## src/design/cmp_pkg.sv

```systemverilog
// register map, field positions and state type of the dual comparator control block
package cmp_pkg;
   localparam int          AW           = 4;
   localparam logic [3:0]  CC_ADDR      = 4'h0;
   localparam logic [3:0]  RC_ADDR      = 4'h4;
   localparam logic [3:0]  IST_ADDR     = 4'h8;
   localparam logic [3:0]  IMASK_ADDR   = 4'hC;
   // comparator_control fields
   localparam int          IDLE_STOP    = 15;
   localparam int          B_FLAG       = 13;
   localparam int          A_FLAG       = 12;
   localparam int          B_EN         = 11;
   localparam int          A_EN         = 10;
   localparam int          B_PAD        = 9;
   localparam int          A_PAD        = 8;
   localparam int          B_RES        = 7;
   localparam int          A_RES        = 6;
   localparam int          B_INV        = 5;
   localparam int          A_INV        = 4;
   localparam int          B_MINUS      = 3;
   localparam int          B_PLUS       = 2;
   localparam int          A_MINUS      = 1;
   localparam int          A_PLUS       = 0;
   localparam logic [15:0] CC_WR_MASK   = 16'h8F3F;
   localparam logic [15:0] CC_FLAG_MASK = 16'h3000;
   localparam logic [15:0] CC_RESET     = 16'h0000;
   // reference_control fields
   localparam int          REF_PWR      = 7;
   localparam int          REF_PIN      = 6;
   localparam int          REF_RANGE    = 5;
   localparam int          REF_SRC      = 4;
   localparam int          LVL_HI       = 3;
   localparam logic [7:0]  RC_RESET     = 8'h00;
   localparam logic [1:0]  IRQ_RESET    = 2'h0;
   localparam logic [31:0] RDATA_RESET  = 32'h0000_0000;

   typedef struct packed {
      logic [15:0] cc;
      logic [7:0]  rc;
      logic [1:0]  res;
      logic [1:0]  ist;
      logic [1:0]  imask;
      logic [31:0] rdata;
      logic        err;
   } state_t;
endpackage

```

## src/design/dual_comparator_control.sv

```systemverilog
// control, status and interrupt logic for two comparators and their reference ladder
//
// Chosen here: the APB register port and the placing of the registers.
`timescale 1ns/1ps

// What this block does, and what software must do
// each comparator has an enable bit, bits 11 and 10
// output-enable bits 9 and 8 let the result drive the pad
// software must route an enabled comparator output to a remappable pin
// result bits 7 and 6 read one when plus exceeds minus, inversion off
// inversion bits 5 and 4 invert the comparator output when set
// minus-select bits 3 and 1 pick plus pin when one, minus pin when zero
// plus-select bits 2 and 0 pick plus pin when one, reference when zero
// reference range select at bit 5 picks coarse or fine steps
// four-bit reference level picks one of sixteen steps
// reference source select at bit 4 picks supply rails or external pins
// software waits for reference settling after changing range, source or level
// change flags bits 13 and 12 set when a comparator output changes
// reference power enable bit powers the ladder on or down
// an enabled pad carries the same post-inversion result that software reads
module dual_comparator_control
   import cmp_pkg::*;
(
   input  wire logic          clk,
   input  wire logic          resetn,
   input  wire logic          psel,
   input  wire logic          penable,
   input  wire logic          pwrite,
   input  wire logic [AW-1:0] paddr,
   input  wire logic [31:0]   pwdata,
   output logic      [31:0]   prdata,
   output logic               pready,
   output logic               pslverr,
   input  wire logic          cmp_a_raw,
   input  wire logic          cmp_b_raw,
   input  wire logic          idle,
   output logic               cmp_a_on,
   output logic               cmp_b_on,
   output logic               cmp_a_plus_sel,
   output logic               cmp_a_minus_sel,
   output logic               cmp_b_plus_sel,
   output logic               cmp_b_minus_sel,
   output logic               cmp_a_pad_out,
   output logic               cmp_a_pad_oe,
   output logic               cmp_b_pad_out,
   output logic               cmp_b_pad_oe,
   output logic               ref_power,
   output logic               ref_pin_enable,
   output logic               ref_range,
   output logic               ref_source,
   output logic      [3:0]    ref_level,
   output logic               irq
);

   state_t      q;
   state_t      d;
   logic        setup;
   logic        access;
   logic        wr;
   logic        rd;
   logic        mapped;
   logic        res_a;
   logic        res_b;
   logic [1:0]  chg;
   logic [15:0] cc_view;

   // disabled comparators read as zero so a stale analog level never leaks out
   function automatic logic cmp_result(input logic raw,
                                       input logic en,
                                       input logic inv);
      return en & (raw ^ inv);
   endfunction

   assign setup  = psel & ~penable;
   assign access = psel & penable;
   assign wr     = access & pwrite;
   assign rd     = access & ~pwrite;
   assign mapped = (paddr == CC_ADDR) | (paddr == RC_ADDR) |
                   (paddr == IST_ADDR) | (paddr == IMASK_ADDR);

   always_comb begin
      cc_view        = q.cc;
      cc_view[B_RES] = q.res[1];
      cc_view[A_RES] = q.res[0];
   end

   always_comb begin
      d     = q;
      res_a = cmp_result(cmp_a_raw, q.cc[A_EN], q.cc[A_INV]);
      res_b = cmp_result(cmp_b_raw, q.cc[B_EN], q.cc[B_INV]);
      d.res = {res_b, res_a};
      chg   = d.res ^ q.res;
      if (wr && paddr == CC_ADDR) begin
         // flags can only be cleared by writing zero, never set by software
         d.cc = (pwdata[15:0] & CC_WR_MASK) |
                (q.cc & pwdata[15:0] & CC_FLAG_MASK);
      end
      if (wr && paddr == RC_ADDR) begin
         d.rc = pwdata[7:0];
      end
      if (wr && paddr == IMASK_ADDR) begin
         d.imask = pwdata[1:0];
      end
      if (rd && paddr == IST_ADDR) begin
         d.ist = IRQ_RESET;
      end
      // set after clear so an event in the clearing cycle survives
      d.cc[A_FLAG] = d.cc[A_FLAG] | chg[0];
      d.cc[B_FLAG] = d.cc[B_FLAG] | chg[1];
      d.ist        = d.ist | chg;
      if (setup) begin
         d.err   = ~mapped;
         d.rdata = RDATA_RESET;
         unique case (paddr)
            CC_ADDR:    d.rdata[15:0] = cc_view;
            RC_ADDR:    d.rdata[7:0]  = q.rc;
            IST_ADDR:   d.rdata[1:0]  = q.ist;
            IMASK_ADDR: d.rdata[1:0]  = q.imask;
            default:    d.rdata       = RDATA_RESET;
         endcase
      end
   end

   always_ff @(posedge clk or negedge resetn) begin
      if (!resetn) begin
         q.cc    <= CC_RESET;
         q.rc    <= RC_RESET;
         q.res   <= IRQ_RESET;
         q.ist   <= IRQ_RESET;
         q.imask <= IRQ_RESET;
         q.rdata <= RDATA_RESET;
         q.err   <= 1'h0;
      end else begin
         q <= d;
      end
   end

   // zero wait states: every access completes at its first access edge
   assign pready  = 1'b1;
   assign pslverr = access & q.err;
   assign prdata  = q.rdata;

   assign cmp_a_on        = q.cc[A_EN];
   assign cmp_b_on        = q.cc[B_EN];
   assign cmp_a_plus_sel  = q.cc[A_PLUS];
   assign cmp_a_minus_sel = q.cc[A_MINUS];
   assign cmp_b_plus_sel  = q.cc[B_PLUS];
   assign cmp_b_minus_sel = q.cc[B_MINUS];
   // pad only valid once software routes it to a remappable pin
   assign cmp_a_pad_oe    = q.cc[A_PAD];
   assign cmp_b_pad_oe    = q.cc[B_PAD];
   assign cmp_a_pad_out   = q.res[0];
   assign cmp_b_pad_out   = q.res[1];
   assign ref_power       = q.rc[REF_PWR];
   assign ref_pin_enable  = q.rc[REF_PIN];
   assign ref_range       = q.rc[REF_RANGE];
   assign ref_source      = q.rc[REF_SRC];
   assign ref_level       = q.rc[LVL_HI:0];
   // no settling delay is modelled here; software owns that wait
   assign irq = (|(q.ist & q.imask)) & ~(q.cc[IDLE_STOP] & idle);
endmodule

```

## config.mk

```make
export PLATFORM = sky130hd
export DESIGN_NAME = dual_comparator_control
export DESIGN_NICKNAME = d
export VERILOG_FILES = /design/src/design/cmp_pkg.sv /design/src/design/dual_comparator_control.sv
export SDC_FILE = /design/constraint.sdc
export NUM_CORES = 1
export LEC_CHECK = 0
export ABC_AREA = 1
export BUFFER_PORTS_ARGS = -buffer_cell sky130_fd_sc_hd__buf_2
export CORE_MARGIN = 2
export CORE_UTILIZATION = 42
export CTS_CLUSTER_DIAMETER = 50
export DETAILED_ROUTE_END_ITERATION = 12
export GPL_TIMING_DRIVEN = 1
export PLACE_DENSITY = 0.77
export RECOVER_POWER = 25
export SYNTH_ARGS = -nofsm -noshare
export SYNTH_HDL_FRONTEND = slang
export SYNTH_SLANG_ARGS = --single-unit
```

## constraint.sdc

```tcl
create_clock -name clk -period 0.9 [get_ports clk]
set_input_delay 0.09 -clock clk [delete_from_list [all_inputs] [get_ports clk]]
set_output_delay 0.09 -clock clk [all_outputs]
set_load 0.05 [all_outputs]
```

==> metrics.yaml <==
via_count: 1916
hold_slack_ns: 0.0189
synthFlopType: "dfrtp_1"
worstSetupPathType: "register to primary output"
clk_latency_ns: 0.29
hold_path_class: "primary input to register"
clkTransAtPathRegs_ns: 0.08
hold_viol: 0
diodes: 0
gp_congestion: 0.766
num_rows: 26
gr-total-overflow: 0
rsz0062_at_grt: "true"
power_frac_comb_pct: 36.6
nets: 381
numClockSinks: 43
power_frac_clock_pct: 21.3
ant_nets: 0
avgSynthCellArea_sq_um: 8.58
synth_edf_count: 0
p_sw_share_pct: 37.4
dieArea_sq_um: 5780
ys_seq_area_share_pct: 49.4
first_global_vias: 1850
placed_area_sq_um: 2510
fin_crit_ns: 1.17
power_density_nw_per_um2: 1760
first_pass_iters: 4
leakagePower_nw: 1.59
clk_path_buf_depth: 2
worstPathMaxFanout: 2
dp_hpwl_mm: 3.61
final.setup.worst_slack_ns: -0.274
coreArea_sq_um: 5040
die_h_um: 76.0
cts_tree: "yes"
root_buffer: "clkbuf_8"
area_growth_pct: 44.0
drc: 0
async_reset_ff_share_pct: 100
cp_data_arrival_time_ns: 1.08
die_x_um: 76.0
ys_seq_elements: 43
drv_slew: 0
max_slew_margin_pct: 64.0
crit_required_ns: 0.81
crit_path_end_kind: "primary output"
grt_usage_pct: 18.9
grt_pass1_wl_mm: 8.68
netlist_area_sq_um: 2180
ios: 97
grt_antenna_before_repair: 0
skew_ns: 0.0105
ys_types: 23
power.total_mw: 5.53
post_drt_via_cell_ratio: 4.70
violations: "setup timing"
ir_drop_mv: 0.846
maxCapViolCount: 0
drt-initial-drc-count: 164
initial_core_util_pct: 43.2
syn_inst: 254
p_sw_mw: 2.07
drive_gt1_share_pct: 45.6
finalSetupViolCount: 41
fin_crit_sh_pct: 130
p_int_mw: 3.46
wl_per_cell_um: 13.9
cts_max_level: 2
status: "finished with violations"
tightest_slew_ns: 0.540
wirelength_mm: 5.67
cts_made_buffers: 5
max_freq_mhz: 852
grt_max_degree: 44
yosys_warnings: 0
seq_power_share_pct: 42.1
final_core_util_pct: 62.3
design_area_sq_um: 3140
timing.critical_path.from_type: "register"
portBuffers: 61
-- worst max-delay path, cell delays in order, from the launching register on --
cell and delay, ns:
dfrtp_1 0.39, nand2_2 0.07, a22oi_2 0.15, buf_6 0.18
-- cell usage in the layout (no fill, tap or decap), types with 2 or more instances in the layout --
| master | n |
|---|---|
| buf_2 | 26 |
| conb_1 | 18 |
| buf_6 | 42 |
| inv_2 | 3 |
| nor2_4 | 3 |
| a21oi_1 | 4 |
| inv_1 | 24 |
| buf_12 | 2 |
| buf_4 | 32 |
| nand2_1 | 45 |
| nand3_1 | 18 |
| dfrtp_1 | 29 |
| nand3_2 | 8 |
| xor2_2 | 2 |
| o21ai_0 | 9 |
| buf_8 | 2 |
| nor2_2 | 2 |
| clkbuf_8 | 5 |
| a31oi_1 | 5 |
| o21ai_1 | 17 |
| nand3_4 | 4 |
| nand2_2 | 4 |
| nor2_1 | 10 |
| dfrtp_2 | 14 |
-- path summary, 6_finish.rpt --
kind / endpoint / slack (ns) / from / depth (start not counted)
setup / recovery: irq / -0.27 / q[36]$_DFF_PN0_ / 3
hold / removal: cmp_b_on$_DFFE_PN0N_ / 0.02 / pwdata[11] / 3
setup reg to reg: prdata[0]$_DFFE_PN0P_ / -0.20 / q[33]$_DFFE_PN0P_ / 6
hold reg to reg: prdata[12]$_DFFE_PN0P_ / 0.51 / prdata[12]$_DFFE_PN0P_ / 2
max in group asynchronous: cmp_a_pad_oe$_DFFE_PN0N_ / 0.11 / resetn / 3
min in group asynchronous: prdata[11]$_DFFE_PN0P_ / 0.38 / resetn / 3
-- Yosys cell counts, types with 2 or more instances --
master / n / area (sq um)
nand2_1: 49 / 184
o21ai_1: 12 / 60.1
dfrtp_1: 43 / 1080
xor2_1: 2 / 17.5
buf_2: 5 / 25.0
inv_2: 2 / 7.51
conb_1: 2 / 7.51
nor2_1: 11 / 41.3
o21ai_0: 15 / 75.1
a31oi_1: 6 / 37.5
nor2_4: 3 / 33.8
a21oi_1: 4 / 20.0
nand3_1: 28 / 140
buf_4: 39 / 293
inv_1: 25 / 93.8
-- cells by family after synthesis --
logic type	synth area share [%]
buf+inv	19.9
xor+xnor	0.804
flops	49.4
simple gates	20.4
compound gates	9.19
other cells	0.345
-- per-layer routing --
layer | global-route usage (%) | part of all wire, %
met1 | 23.6 | 41
met2 | 31.5 | 50
met3 | 3.91 | 5.7
met4 | 9.09 | 2.7
met5 | 0 | 0
-- cell type report --
type,count,area [sq um]
clock buffer,6,72.6
tap,70,87.6
clock inverter,2,12.5
timing repair buffer,105,923
fill,392,1900
sequential,43,1090
inverter,28,105
multi-input combinational,154,845
-- power groups by stage --
stage	Clock (mW)	Combinational, mW	Sequential [mW]
CTS	1.20	1.92	2.31
global route	1.26	2.14	2.35
global placement	0	1.48	2.33
finish	1.18	2.02	2.33
detailed placement	0	1.51	2.34
floorplan	0	0.947	2.59
-- sequential cells by signal, summed over array words and instances (netlist names), 4 cells and up --
| signal | cells |
|---|---|
| q | 5 |
| prdata | 15 |
| ref_level | 4 |
| cc_view | 5 |
-- timing repair --
action,4_1_cts,5_1_grt
setup buffers,22,4
hold endpoints to repair,43,0
hold buffers,1,0
resized for setup,77,24
setup endpoints to repair,40,47
pin swaps,8,14
-- through the flow --
stage	setup WS, ns	setup TNS, ns	std cells
4_1_cts	-0.258	-2.72	404
6_report	-0.274	-2.93	408
5_1_grt	-0.301	-4.18	408
3_3_place_gp	-0.0895	-2.39	373
3_5_place_dp	-0.129	-3.29	373
2_1_floorplan	-0.100	-0.456	270
No activity file was read; power rests on OpenSTA's default activity.
